===== config.mk =====
export PLATFORM = sky130hd
export DESIGN_NAME = servo_param_decode
export DESIGN_NICKNAME = d
export VERILOG_FILES = /design/src/hdl/servo_param_pkg.sv /design/src/hdl/pwm_off_timer.sv /design/src/hdl/encoder_rescale.sv /design/src/hdl/servo_param_decode.sv
export SDC_FILE = /design/constraint.sdc
export NUM_CORES = 1
export LEC_CHECK = 0
export ABC_CLOCK_PERIOD_IN_PS = 7400
export BUFFER_PORTS_ARGS = -buffer_cell sky130_fd_sc_hd__buf_2
export CORE_MARGIN = 1.5
export CORE_UTILIZATION = 35
export DETAILED_ROUTE_END_ITERATION = 12
export PLACE_DENSITY = 0.7
export SYNTH_ARGS = -nofsm -noshare
export SYNTH_HDL_FRONTEND = slang
export SYNTH_SLANG_ARGS = --single-unit

===== constraint.sdc =====
create_clock -name core_clk_in -period 7.4 [get_ports core_clk_in]
set_input_delay 2.22 -clock core_clk_in [delete_from_list [all_inputs] [get_ports core_clk_in]]
set_output_delay 2.22 -clock core_clk_in [all_outputs]
set_load 0.01 [all_outputs]

===== src/hdl/servo_param_pkg.sv =====
// Package for the servo parameter decode block: codes, field layouts, timing.
// Assumes a single 100 MHz core clock; all parameter values arrive as plain ports.
package servo_param_pkg;
   localparam int CLK_MHZ = 100;
   // Operation mode codes
   localparam logic [3:0] MODE_TORQUE = 4'h0;
   localparam logic [3:0] MODE_SPEED = 4'h1;
   localparam logic [3:0] MODE_POSITION = 4'h2;
   localparam logic [3:0] MODE_POS_SPEED = 4'h3;
   localparam logic [3:0] MODE_SPEED_TORQUE = 4'h4;
   localparam logic [3:0] MODE_POS_TORQUE = 4'h5;
   // Active control loop, one-hot
   typedef enum logic [2:0] {
      LOOP_TORQUE = 3'h1,
      LOOP_SPEED = 3'h2,
      LOOP_POSITION = 3'h4
   } loop_t;
   // Encoder kind codes
   localparam logic [3:0] ENC_INC_PARALLEL = 4'h0;
   localparam logic [3:0] ENC_SERIAL_SINGLE = 4'h1;
   localparam logic [3:0] ENC_SERIAL_MULTI = 4'h3;
   localparam logic [4:0] ENC_SERIAL_BITS = 5'h13;
   // Baud codes and rates
   localparam logic [1:0] BAUD_9600 = 2'h0;
   localparam logic [1:0] BAUD_19200 = 2'h1;
   localparam logic [1:0] BAUD_38400 = 2'h2;
   localparam logic [1:0] BAUD_57600 = 2'h3;
   localparam int BAUD_RATE_0 = 9600;
   localparam int BAUD_RATE_1 = 19200;
   localparam int BAUD_RATE_2 = 38400;
   localparam int BAUD_RATE_3 = 57600;
   // Digit fields: each digit is one hex nibble
   localparam int DIGIT_W = 4;
   localparam int DIGIT1_LSB = 0;
   localparam int DIGIT2_LSB = 4;
   localparam int DIGIT3_LSB = 8;
   localparam int DIGIT4_LSB = 12;
   localparam int DIGIT5_LSB = 16;
   // Start-up display item range
   localparam logic [4:0] STATUS_ITEM_FIRST = 5'h00;
   localparam logic [4:0] STATUS_ITEM_LAST = 5'h19;
   // Stop mode codes
   localparam logic [1:0] STOP_DB_HOLD = 2'h0;
   localparam logic [1:0] STOP_DB_RELEASE = 2'h1;
   localparam logic [1:0] STOP_FREE_RELEASE = 2'h2;
   localparam logic [1:0] STOP_FREE_HOLD = 2'h3;
   // PWM off delay
   localparam int PWM_DELAY_MAX_MS = 1000;
   localparam int PWM_DELAY_INIT_MS = 10;
   localparam int MS_NS = 1000000;
   localparam int CLK_PERIOD_NS = 1000 / CLK_MHZ;
   localparam int CYCLES_PER_MS = MS_NS / CLK_PERIOD_NS;
   // Monitor refresh
   localparam int MON_PERIOD_US = 200;
   localparam int MON_PERIOD_CYCLES = MON_PERIOD_US * CLK_MHZ;
   // Monitor source codes
   localparam logic [3:0] MON_SPEED_FB = 4'h0;
   localparam logic [3:0] MON_SPEED_CMD = 4'h1;
   localparam logic [3:0] MON_TORQUE_FB = 4'h2;
   localparam logic [3:0] MON_TORQUE_CMD = 4'h3;
   localparam logic [3:0] MON_POS_FREQ = 4'h4;
   localparam logic [3:0] MON_FOLLOW_ERR = 4'h5;
   localparam logic [3:0] MON_DC_LINK = 4'h6;
   localparam logic [3:0] MON_USER_SPEED = 4'hd;
   localparam logic [3:0] MON_USER_TORQUE = 4'he;
   localparam int PCT_FULL = 100;
   localparam int DATA_W = 16;

   // Extracts one hex digit (1-based position given as its LSB)
   function automatic logic [3:0] digit_of(input logic [19:0] word, input int lsb);
      digit_of = word[lsb +: DIGIT_W];
   endfunction
endpackage


===== src/hdl/pwm_off_timer.sv =====
// PWM off delay timer: holds PWM on for a programmed time after servo off.
// Assumes servo_on_in is already synchronised to core_clk_in.
`timescale 1ns/1ps
`default_nettype none
module pwm_off_timer
   import servo_param_pkg::*;
#(
   parameter int CYCLES_PER_MS_P = CYCLES_PER_MS
) (
   input wire logic core_clk_in,
   input wire logic reset_n_in,
   input wire logic servo_on_in,
   input wire logic [9:0] pwm_off_delay_in,
   output logic pwm_enable_out
);
   logic [16:0] cyc_reg, cyc_next;
   logic [9:0] ms_reg, ms_next;
   logic pwm_reg, pwm_next;

   // Count whole milliseconds after servo off, then drop PWM
   always_comb begin
      cyc_next = cyc_reg;
      ms_next = ms_reg;
      pwm_next = pwm_reg;
      if (servo_on_in) begin
         pwm_next = 1'b1;
         cyc_next = '0;
         ms_next = '0;
      end else if (pwm_reg) begin
         if (ms_reg >= pwm_off_delay_in) begin // RQ13
            pwm_next = 1'b0;
         end else if (cyc_reg == 17'(CYCLES_PER_MS_P - 1)) begin
            cyc_next = '0;
            ms_next = ms_reg + 10'h001;
         end else begin
            cyc_next = cyc_reg + 17'h00001;
         end
      end
   end

   always_ff @(posedge core_clk_in) begin
      if (!reset_n_in) begin
         cyc_reg <= '0;
         ms_reg <= '0;
         pwm_reg <= 1'b0;
      end else begin
         cyc_reg <= cyc_next;
         ms_reg <= ms_next;
         pwm_reg <= pwm_next;
      end
   end

   assign pwm_enable_out = pwm_reg;
endmodule // pwm_off_timer
`default_nettype wire


===== src/hdl/encoder_rescale.sv =====
// Encoder repeat output: rescales quadrature counts so one revolution gives the
// programmed count. Assumes enc_step_in is a same-clock one-cycle pulse per count.
`timescale 1ns/1ps
`default_nettype none
module encoder_rescale #(
   parameter int CNT_W = 20
) (
   input wire logic core_clk_in,
   input wire logic reset_n_in,
   input wire logic enc_step_in,
   input wire logic [CNT_W-1:0] counts_per_rev_in,
   input wire logic [CNT_W-1:0] out_per_rev_in,
   output logic out_step_out
);
   logic [CNT_W:0] acc_reg, acc_next;
   logic step_reg, step_next;

   // Bresenham accumulator; limitation: output rate cannot exceed input rate
   always_comb begin
      logic [CNT_W:0] sum;
      sum = '0;
      acc_next = acc_reg;
      step_next = 1'b0;
      if (enc_step_in) begin
         sum = acc_reg + {1'b0, out_per_rev_in};
         if (sum >= {1'b0, counts_per_rev_in}) begin // RQ12
            acc_next = sum - {1'b0, counts_per_rev_in};
            step_next = 1'b1;
         end else begin
            acc_next = sum;
         end
      end
   end

   always_ff @(posedge core_clk_in) begin
      if (!reset_n_in) begin
         acc_reg <= '0;
         step_reg <= 1'b0;
      end else begin
         acc_reg <= acc_next;
         step_reg <= step_next;
      end
   end

   assign out_step_out = step_reg;
endmodule // encoder_rescale
`default_nettype wire


===== src/hdl/servo_param_decode.sv =====
// Servo system parameter decode: mode, encoder, baud, power, stop, function digits,
// alarm outputs and monitor refresh. Assumes parameters are static from software
// and contact/pin inputs are asynchronous to core_clk_in.
// What this block does
// [RQ1] Codes 0,1,2 give torque, speed, position
// [RQ2] Code 3: contact on position, off speed
// [RQ3] Code 4: contact on speed, off torque
// [RQ4] Code 5: contact on position, off torque
// [RQ5] Encoder kinds: incremental, single, multi serial
// [RQ6] Baud codes map to 9600..57600
// [RQ7] Power digit1 selects single or three phase
// [RQ8] Power digit2: phase loss error or warning
// [RQ9] Show chosen status item at power-up
// [RQ10] Zero regen setting uses built-in rating
// [RQ11] Warn at programmed percent of overload
// [RQ12] Repeat output rescaled to programmed count
// [RQ13] Hold PWM for delay after servo off
// [RQ14] Stop modes: brake or free, hold/release
// [RQ15] Digit1 selects forward rotation direction
// [RQ16] Digit2 locks motor at zero speed command in speed loop
// [RQ17] Digit3 turns alarm pins to encoder ABZ
// [RQ18] Alarm pins carry binary alarm group
// [RQ19] Digit4 selects bipolar or unipolar monitors
// [RQ20] Digit5 selects saving comm writes
// [RQ21] Refresh both monitors every 200 us
// [RQ22] Monitor source codes select data
`timescale 1ns/1ps
`default_nettype none
module servo_param_decode
   import servo_param_pkg::*;
#(
   parameter int MON_CYCLES_P = MON_PERIOD_CYCLES,
   parameter int CYCLES_PER_MS_P = CYCLES_PER_MS,
   parameter logic [15:0] DEFAULT_REGEN_OHMS = 16'h0028,
   parameter logic [15:0] DEFAULT_REGEN_WATTS = 16'h0064
) (
   input wire logic core_clk_in,
   input wire logic reset_n_in,
   input wire logic [3:0] control_mode_select_in,
   input wire logic mode_contact_in,
   input wire logic [3:0] encoder_kind_select_in,
   input wire logic [19:0] encoder_ppr_in,
   input wire logic [1:0] baud_code_in,
   input wire logic [7:0] mains_input_config_in,
   input wire logic phase_loss_in,
   input wire logic [4:0] startup_display_select_in,
   input wire logic [15:0] regen_resistor_value_in,
   input wire logic [15:0] regen_resistor_capacity_in,
   input wire logic [7:0] overload_warn_level_in,
   input wire logic [7:0] overload_load_pct_in,
   input wire logic enc_step_in,
   input wire logic [19:0] encoder_repeat_scale_in,
   input wire logic enc_a_in,
   input wire logic enc_b_in,
   input wire logic enc_z_in,
   input wire logic servo_on_in,
   input wire logic [9:0] pwm_off_delay_in,
   input wire logic [1:0] stop_mode_select_in,
   input wire logic [19:0] function_digits_in,
   input wire logic speed_cmd_zero_in,
   input wire logic [2:0] alarm_group_in,
   input wire logic [7:0] monitor_source_select_in,
   input wire logic [DATA_W-1:0] mon_data_in [0:8],
   output logic [2:0] loop_select_out,
   output logic serial_encoder_out,
   output logic multi_turn_out,
   output logic [4:0] encoder_bits_out,
   output logic [15:0] baud_rate_out,
   output logic three_phase_out,
   output logic phase_loss_error_out,
   output logic phase_loss_warning_out,
   output logic [4:0] display_item_out,
   output logic [15:0] regen_ohms_out,
   output logic [15:0] regen_watts_out,
   output logic overload_warning_out,
   output logic encoder_repeat_out,
   output logic pwm_enable_out,
   output logic dynamic_brake_out,
   output logic brake_hold_out,
   output logic cw_forward_out,
   output logic zero_lock_out,
   output logic alarm_code_bit0_out,
   output logic alarm_code_bit1_out,
   output logic alarm_code_bit2_out,
   output logic monitor_unipolar_out,
   output logic comm_save_enable_out,
   output logic [DATA_W-1:0] monitor1_out,
   output logic [DATA_W-1:0] monitor2_out,
   output logic monitor_update_out
);
   // Two-flop synchronisers for pin inputs
   logic [6:0] pin_meta_reg, pin_sync_reg;
   logic contact_s, phase_loss_s, servo_on_s, zero_s, enc_a_s, enc_b_s, enc_z_s;
   always_ff @(posedge core_clk_in) begin
      if (!reset_n_in) begin
         pin_meta_reg <= '0;
         pin_sync_reg <= '0;
      end else begin
         pin_meta_reg <= {mode_contact_in, phase_loss_in, servo_on_in, speed_cmd_zero_in,
                          enc_a_in, enc_b_in, enc_z_in};
         pin_sync_reg <= pin_meta_reg;
      end
   end
   assign {contact_s, phase_loss_s, servo_on_s, zero_s, enc_a_s, enc_b_s, enc_z_s} =
      pin_sync_reg;

   // Loop choice from mode code and contact
   function automatic loop_t mode_loop(input logic [3:0] code, input logic contact);
      case (code)
         MODE_TORQUE: mode_loop = LOOP_TORQUE; // RQ1
         MODE_SPEED: mode_loop = LOOP_SPEED; // RQ1
         MODE_POSITION: mode_loop = LOOP_POSITION; // RQ1
         MODE_POS_SPEED: mode_loop = contact ? LOOP_POSITION : LOOP_SPEED; // RQ2
         MODE_SPEED_TORQUE: mode_loop = contact ? LOOP_SPEED : LOOP_TORQUE; // RQ3
         MODE_POS_TORQUE: mode_loop = contact ? LOOP_POSITION : LOOP_TORQUE; // RQ4
         default: mode_loop = LOOP_TORQUE; // Undefined codes fall back to torque
      endcase
   endfunction

   loop_t loop_reg, loop_next;
   logic [7:0] dec_reg, dec_next;
   logic [4:0] disp_reg, disp_next;
   logic [15:0] baud_reg, baud_next, ohms_reg, ohms_next, watts_reg, watts_next;
   logic [4:0] ebits_reg, ebits_next;
   logic [2:0] alarm_reg, alarm_next;
   logic ovl_reg, ovl_next, started_reg, started_next;
   logic [3:0] d1, d2, d3, d4, d5;
   logic [15:0] warn_prod, load_prod;
   logic speed_mode;

   assign d1 = digit_of(function_digits_in, DIGIT1_LSB);
   assign d2 = digit_of(function_digits_in, DIGIT2_LSB);
   assign d3 = digit_of(function_digits_in, DIGIT3_LSB);
   assign d4 = digit_of(function_digits_in, DIGIT4_LSB);
   assign d5 = digit_of(function_digits_in, DIGIT5_LSB);
   // Warning threshold: load*100 >= level*trip level (trip level = 100 %)
   assign load_prod = 16'(overload_load_pct_in) * 16'(PCT_FULL);
   assign warn_prod = 16'(overload_warn_level_in) * 16'(PCT_FULL);
   assign speed_mode = (loop_reg == LOOP_SPEED);

   // Decode next values; bits of dec: three_phase, pl_err, pl_warn, db, hold, cw, zlock, uni
   always_comb begin
      loop_next = mode_loop(control_mode_select_in, contact_s);
      dec_next[7] = digit_of({12'h000, mains_input_config_in}, DIGIT1_LSB) == 4'h1; // RQ7
      dec_next[6] = phase_loss_s
         && digit_of({12'h000, mains_input_config_in}, DIGIT2_LSB) == 4'h0; // RQ8
      dec_next[5] = phase_loss_s
         && digit_of({12'h000, mains_input_config_in}, DIGIT2_LSB) == 4'h1; // RQ8
      dec_next[4] = !pwm_enable_out && (stop_mode_select_in == STOP_DB_HOLD
         || stop_mode_select_in == STOP_DB_RELEASE); // RQ14
      dec_next[3] = !pwm_enable_out && (stop_mode_select_in == STOP_DB_HOLD
         || stop_mode_select_in == STOP_FREE_HOLD); // RQ14
      dec_next[2] = d1 == 4'h1; // RQ15
      dec_next[1] = d2 == 4'h1 && speed_mode && zero_s; // RQ16
      dec_next[0] = d4 == 4'h1; // RQ19
      case (baud_code_in) // RQ6
         BAUD_9600: baud_next = 16'(BAUD_RATE_0);
         BAUD_19200: baud_next = 16'(BAUD_RATE_1);
         BAUD_38400: baud_next = 16'(BAUD_RATE_2);
         default: baud_next = 16'(BAUD_RATE_3);
      endcase
      case (encoder_kind_select_in) // RQ5
         ENC_SERIAL_SINGLE, ENC_SERIAL_MULTI: ebits_next = ENC_SERIAL_BITS;
         default: ebits_next = '0; // Incremental uses pulses per revolution instead
      endcase
      ohms_next = (regen_resistor_value_in == 16'h0000) ? DEFAULT_REGEN_OHMS
         : regen_resistor_value_in; // RQ10
      watts_next = (regen_resistor_capacity_in == 16'h0000) ? DEFAULT_REGEN_WATTS
         : regen_resistor_capacity_in; // RQ10
      ovl_next = load_prod >= warn_prod; // RQ11
      // Capture start-up item once after reset; out-of-range codes show the first item
      started_next = 1'b1;
      disp_next = disp_reg;
      if (!started_reg) begin
         disp_next = (startup_display_select_in <= STATUS_ITEM_LAST)
            ? startup_display_select_in : STATUS_ITEM_FIRST; // RQ9
      end
      // Alarm pins: group code, or encoder A/B/Z when repurposed
      alarm_next = (d3 == 4'h1) ? {enc_z_s, enc_b_s, enc_a_s} : alarm_group_in; // RQ17 RQ18
   end

   always_ff @(posedge core_clk_in) begin
      if (!reset_n_in) begin
         loop_reg <= LOOP_TORQUE;
         dec_reg <= '0;
         disp_reg <= STATUS_ITEM_FIRST;
         baud_reg <= '0;
         ebits_reg <= '0;
         ohms_reg <= '0;
         watts_reg <= '0;
         ovl_reg <= 1'b0;
         started_reg <= 1'b0;
         alarm_reg <= '0;
      end else begin
         loop_reg <= loop_next;
         dec_reg <= dec_next;
         disp_reg <= disp_next;
         baud_reg <= baud_next;
         ebits_reg <= ebits_next;
         ohms_reg <= ohms_next;
         watts_reg <= watts_next;
         ovl_reg <= ovl_next;
         started_reg <= started_next;
         alarm_reg <= alarm_next;
      end
   end

   // Monitor refresh: both channels latched together each period
   logic [31:0] mon_cnt_reg, mon_cnt_next;
   logic [DATA_W-1:0] mon1_reg, mon1_next, mon2_reg, mon2_next;
   logic mon_upd_reg, mon_upd_next;

   function automatic logic [DATA_W-1:0] mon_pick(input logic [3:0] code,
                                                  input logic [DATA_W-1:0] src [0:8]);
      case (code) // RQ22
         MON_SPEED_FB: mon_pick = src[0];
         MON_SPEED_CMD: mon_pick = src[1];
         MON_TORQUE_FB: mon_pick = src[2];
         MON_TORQUE_CMD: mon_pick = src[3];
         MON_POS_FREQ: mon_pick = src[4];
         MON_FOLLOW_ERR: mon_pick = src[5];
         MON_DC_LINK: mon_pick = src[6];
         MON_USER_SPEED: mon_pick = src[7];
         MON_USER_TORQUE: mon_pick = src[8];
         default: mon_pick = '0; // Unlisted codes output zero
      endcase
   endfunction

   always_comb begin
      mon_cnt_next = mon_cnt_reg + 32'h0000_0001;
      mon1_next = mon1_reg;
      mon2_next = mon2_reg;
      mon_upd_next = 1'b0;
      if (mon_cnt_reg == 32'(MON_CYCLES_P - 1)) begin // RQ21
         mon_cnt_next = '0;
         mon_upd_next = 1'b1;
         mon1_next = mon_pick(monitor_source_select_in[3:0], mon_data_in);
         mon2_next = mon_pick(monitor_source_select_in[7:4], mon_data_in);
      end
   end

   always_ff @(posedge core_clk_in) begin
      if (!reset_n_in) begin
         mon_cnt_reg <= '0;
         mon1_reg <= '0;
         mon2_reg <= '0;
         mon_upd_reg <= 1'b0;
      end else begin
         mon_cnt_reg <= mon_cnt_next;
         mon1_reg <= mon1_next;
         mon2_reg <= mon2_next;
         mon_upd_reg <= mon_upd_next;
      end
   end

   pwm_off_timer #(
      .CYCLES_PER_MS_P(CYCLES_PER_MS_P)
   ) u_pwm (
      .core_clk_in(core_clk_in),
      .reset_n_in(reset_n_in),
      .servo_on_in(servo_on_s),
      .pwm_off_delay_in(pwm_off_delay_in),
      .pwm_enable_out(pwm_enable_out)
   );

   encoder_rescale #(
      .CNT_W(20)
   ) u_rescale (
      .core_clk_in(core_clk_in),
      .reset_n_in(reset_n_in),
      .enc_step_in(enc_step_in),
      .counts_per_rev_in(encoder_ppr_in),
      .out_per_rev_in(encoder_repeat_scale_in),
      .out_step_out(encoder_repeat_out)
   );

   assign loop_select_out = loop_reg;
   assign serial_encoder_out = ebits_reg != 5'h00;
   assign multi_turn_out = encoder_kind_select_in == ENC_SERIAL_MULTI; // RQ5
   assign encoder_bits_out = ebits_reg;
   assign baud_rate_out = baud_reg;
   assign {three_phase_out, phase_loss_error_out, phase_loss_warning_out, dynamic_brake_out,
           brake_hold_out, cw_forward_out, zero_lock_out, monitor_unipolar_out} = dec_reg;
   assign display_item_out = disp_reg;
   assign regen_ohms_out = ohms_reg;
   assign regen_watts_out = watts_reg;
   assign overload_warning_out = ovl_reg;
   assign {alarm_code_bit2_out, alarm_code_bit1_out, alarm_code_bit0_out} = alarm_reg;
   assign comm_save_enable_out = d5 == 4'h0; // RQ20
   assign monitor1_out = mon1_reg;
   assign monitor2_out = mon2_reg;
   assign monitor_update_out = mon_upd_reg;
endmodule // servo_param_decode
`default_nettype wire


==> flow_summary.toml <==
[status]
run_status = "complete, no violations"

[die]
core-area_sq_mm = 0.0356
chipWidth_um = 193
die_area_sq_mm = 0.0373
start_util_pct = 35.6
die_h_um = 193
rows = 69
pin_count = 419

[placement]
dp.cells = 2317
pre_cts_ws_ns = 0.471
io_buffers = 409
routabilityCongestion = 1.02
dp_hpwl_um = 34800

[synth]
ys.warnings.count = 0
netlist_area_sq_mm = 0.0127
synth_largest_area_cell = "dfxtp_1"
synthTopCellsByCount = "dfxtp_1 (192), nor2_1 (131), ha_1 (129)"
synth.top_cell.area_share_pct = 30.3
syn_inst = 1496
ys_seq_area_share_pct = 30.3
ys.flop_type = "dfxtp_1"
async_flop_share_pct = 0
synthTopCellsByArea = "dfxtp_1 (30%), ha_1 (13%), a22oi_1 (5.0%)"
ys_seq_elements = 192
yosysMostFrequentCell = "dfxtp_1"
synth.avg_cell_area_sq_um = 8.47
synth-edff-count = 0
ys_types = 77

[final_layout]
n_fill_cell = 3638
largest_reg_flops = 32
area_delta_synth_final_pct = 24.4
nNetsFinal = 2320
drive_above_1_share_pct = 25.6
final_cells = 2357

[sta]
min_period_ns = 6.57
relSlewSlack_pct = 15.0
period_share_pct = 88.8
worst_slack_ns = 0.830
fin_setup_tns_ns = 0
setup-violations-final = 0
hold_violations = 0
worstMarginPinSlew_ns = 1.27
fmax_ghz = 0.152
rsz0062_at_grt = "no"
fin_skew_ns = 0.0202
slew_violations = 0

[route]
via_per_inst = 5.57
ant_nets = 0
vias = 13100
dr.pass1.iters = 12
wl_per_cell_um = 19.2
drt_wl_total_um = 45300
drc = 0
drt-initial-drc-count = 1367

[worst_setup_path]
critPathRequiredTime_ns = 7.75
critPathCaptureType = "flop"
critPathKind = "primary input to flop"
r2r_start = "u_rescale.acc_reg[0]"
timing.critical_path.from = "encoder_repeat_scale_in[0]"
startpoint_type = "primary input"
crit_path_max_fanout = 20
cp.arrival_ns = 6.92

[power_and_ir_drop]
power_density_mw_per_mm2 = 272
total_power_mw = 4.29
power.leakage_nw = 7.42
ir_drop_v = 0.000156

[clock_tree]
clk_pin_slew_worst_paths_ns = 0.08
worstSkewPairLatency_ns = 0.46
clock-sinks = 192
cts_htree_levels = 4
clock_path_buffers = 2
cts_resized = 0
cts_tree = "yes"
clock-root-buffer = "clkbuf_16"
cts_setup_buffers = 0
cts_buffers = 17
ctsHoldBuffers = 0

[global_route]
overflow = 0
grt_pass1_vias = 12900
gr-usage-all-layers_pct = 23.4
grt_start_max_net_pins = 46
grt_antenna_before_repair = 11
grt_pass1_wl_um = 69400

[worst_hold_path]
min_from = "pin_meta_reg[4]"
hold_class = "flop to flop"

[flow_run]
drv_cap = 0
==> final timing paths <==
path | to | slack (ns) | cells past startpoint
max | u_rescale.acc_reg[18] | 0.83 | 19
min | pin_sync_reg[4] | 0.45 | 1
max reg2reg | u_rescale.acc_reg[18] | 2.29 | 18
min reg2reg | pin_sync_reg[4] | 0.45 | 1
==> layout by cell type (no fill, tap or decap), drive strengths merged, types with 27 or more instances in the layout <==
cell   synthesis  final
inv           71     79
dfxtp        192    192
xnor2         39     39
a22oi         84     84
xor2          52     52
nand3         70     70
o21ai         80     80
buf           18    416
nor2         131    131
and2          53     53
ha           129    129
nor2b         27     27
a21oi         70     70
nand2         95     95
==> logic make-up after synthesis <==
group                      share of synthesized area [%]
AOI/OAI and AO/OA                                   20.8
xor gates and xnor gates                            6.29
adders and majority gates                           14.0
buffers and inverters                               4.51
DFF                                                 30.3
muxes                                               2.53
other                                             0.0296
and+or+nand+nor                                     21.4
==> worst max-delay path, cell delays in order <==
cell and delay [ns]:
buf_2 0.08, ha_1 0.17, inv_1 0.06, fa_1 0.40, nor2b_1 0.18, o2111ai_1 0.15, and3_1 0.24, nor3_1 0.36
a211o_1 0.21, xor2_1 0.09, ha_1 0.37, nand4_1 0.19, or3_1 0.43, a211oi_2 0.18, or3b_1 0.20, a31o_1 0.21
a21o_1 0.74, nor2_1 0.11, a211o_1 0.31
==> power by group <==
part,internal [mW],switching [mW],total (mW),leakage (nW)
Clock,0.490,0.488,0.977,0.301
Sequential,1.11,0.0421,1.15,1.57
Combinational,0.946,1.22,2.17,5.55
==> through the flow <==
step           area, sq um  hold WS, ns  utilization [%]
2_1_floorplan        12700        0.412                -
3_3_place_gp         15100        0.417             42.5
3_5_place_dp         15100        0.435             42.5
4_1_cts              15700        0.446             44.2
5_1_grt              15800        0.462             44.3
6_report             15800        0.448             44.3
==> layer usage <==
| metal | global-route usage (%) | up-vias | share of wire (%) | routed length (um) |
|---|---|---|---|---|
| met2 | 37.3 | 583 | 46 | 20700 |
| met4 | 10.4 | 6 | 3.9 | 1750 |
| met5 | 0 | - | 0.079 | 36 |
| met1 | 29.7 | 6177 | 42 | 18900 |
| li1 | - | 6231 | - | - |
| met3 | 6.08 | 125 | 8.5 | 3860 |
==> final cells by class <==
type / instances / area [sq um] / area share (%)
Antenna cell: 8 / 20.0 / 0.127
Inverter: 71 / 267 / 1.69
Tap cell: 461 / 577 / 3.66
Clock inverter: 15 / 188 / 1.19
Timing Repair Buffer: 416 / 2100 / 13.3
Clock buffer: 17 / 425 / 2.70
Sequential cell: 192 / 3840 / 24.4
Multi-Input combinational cell: 1177 / 8330 / 52.9
Power figures use the tool's default switching activity.
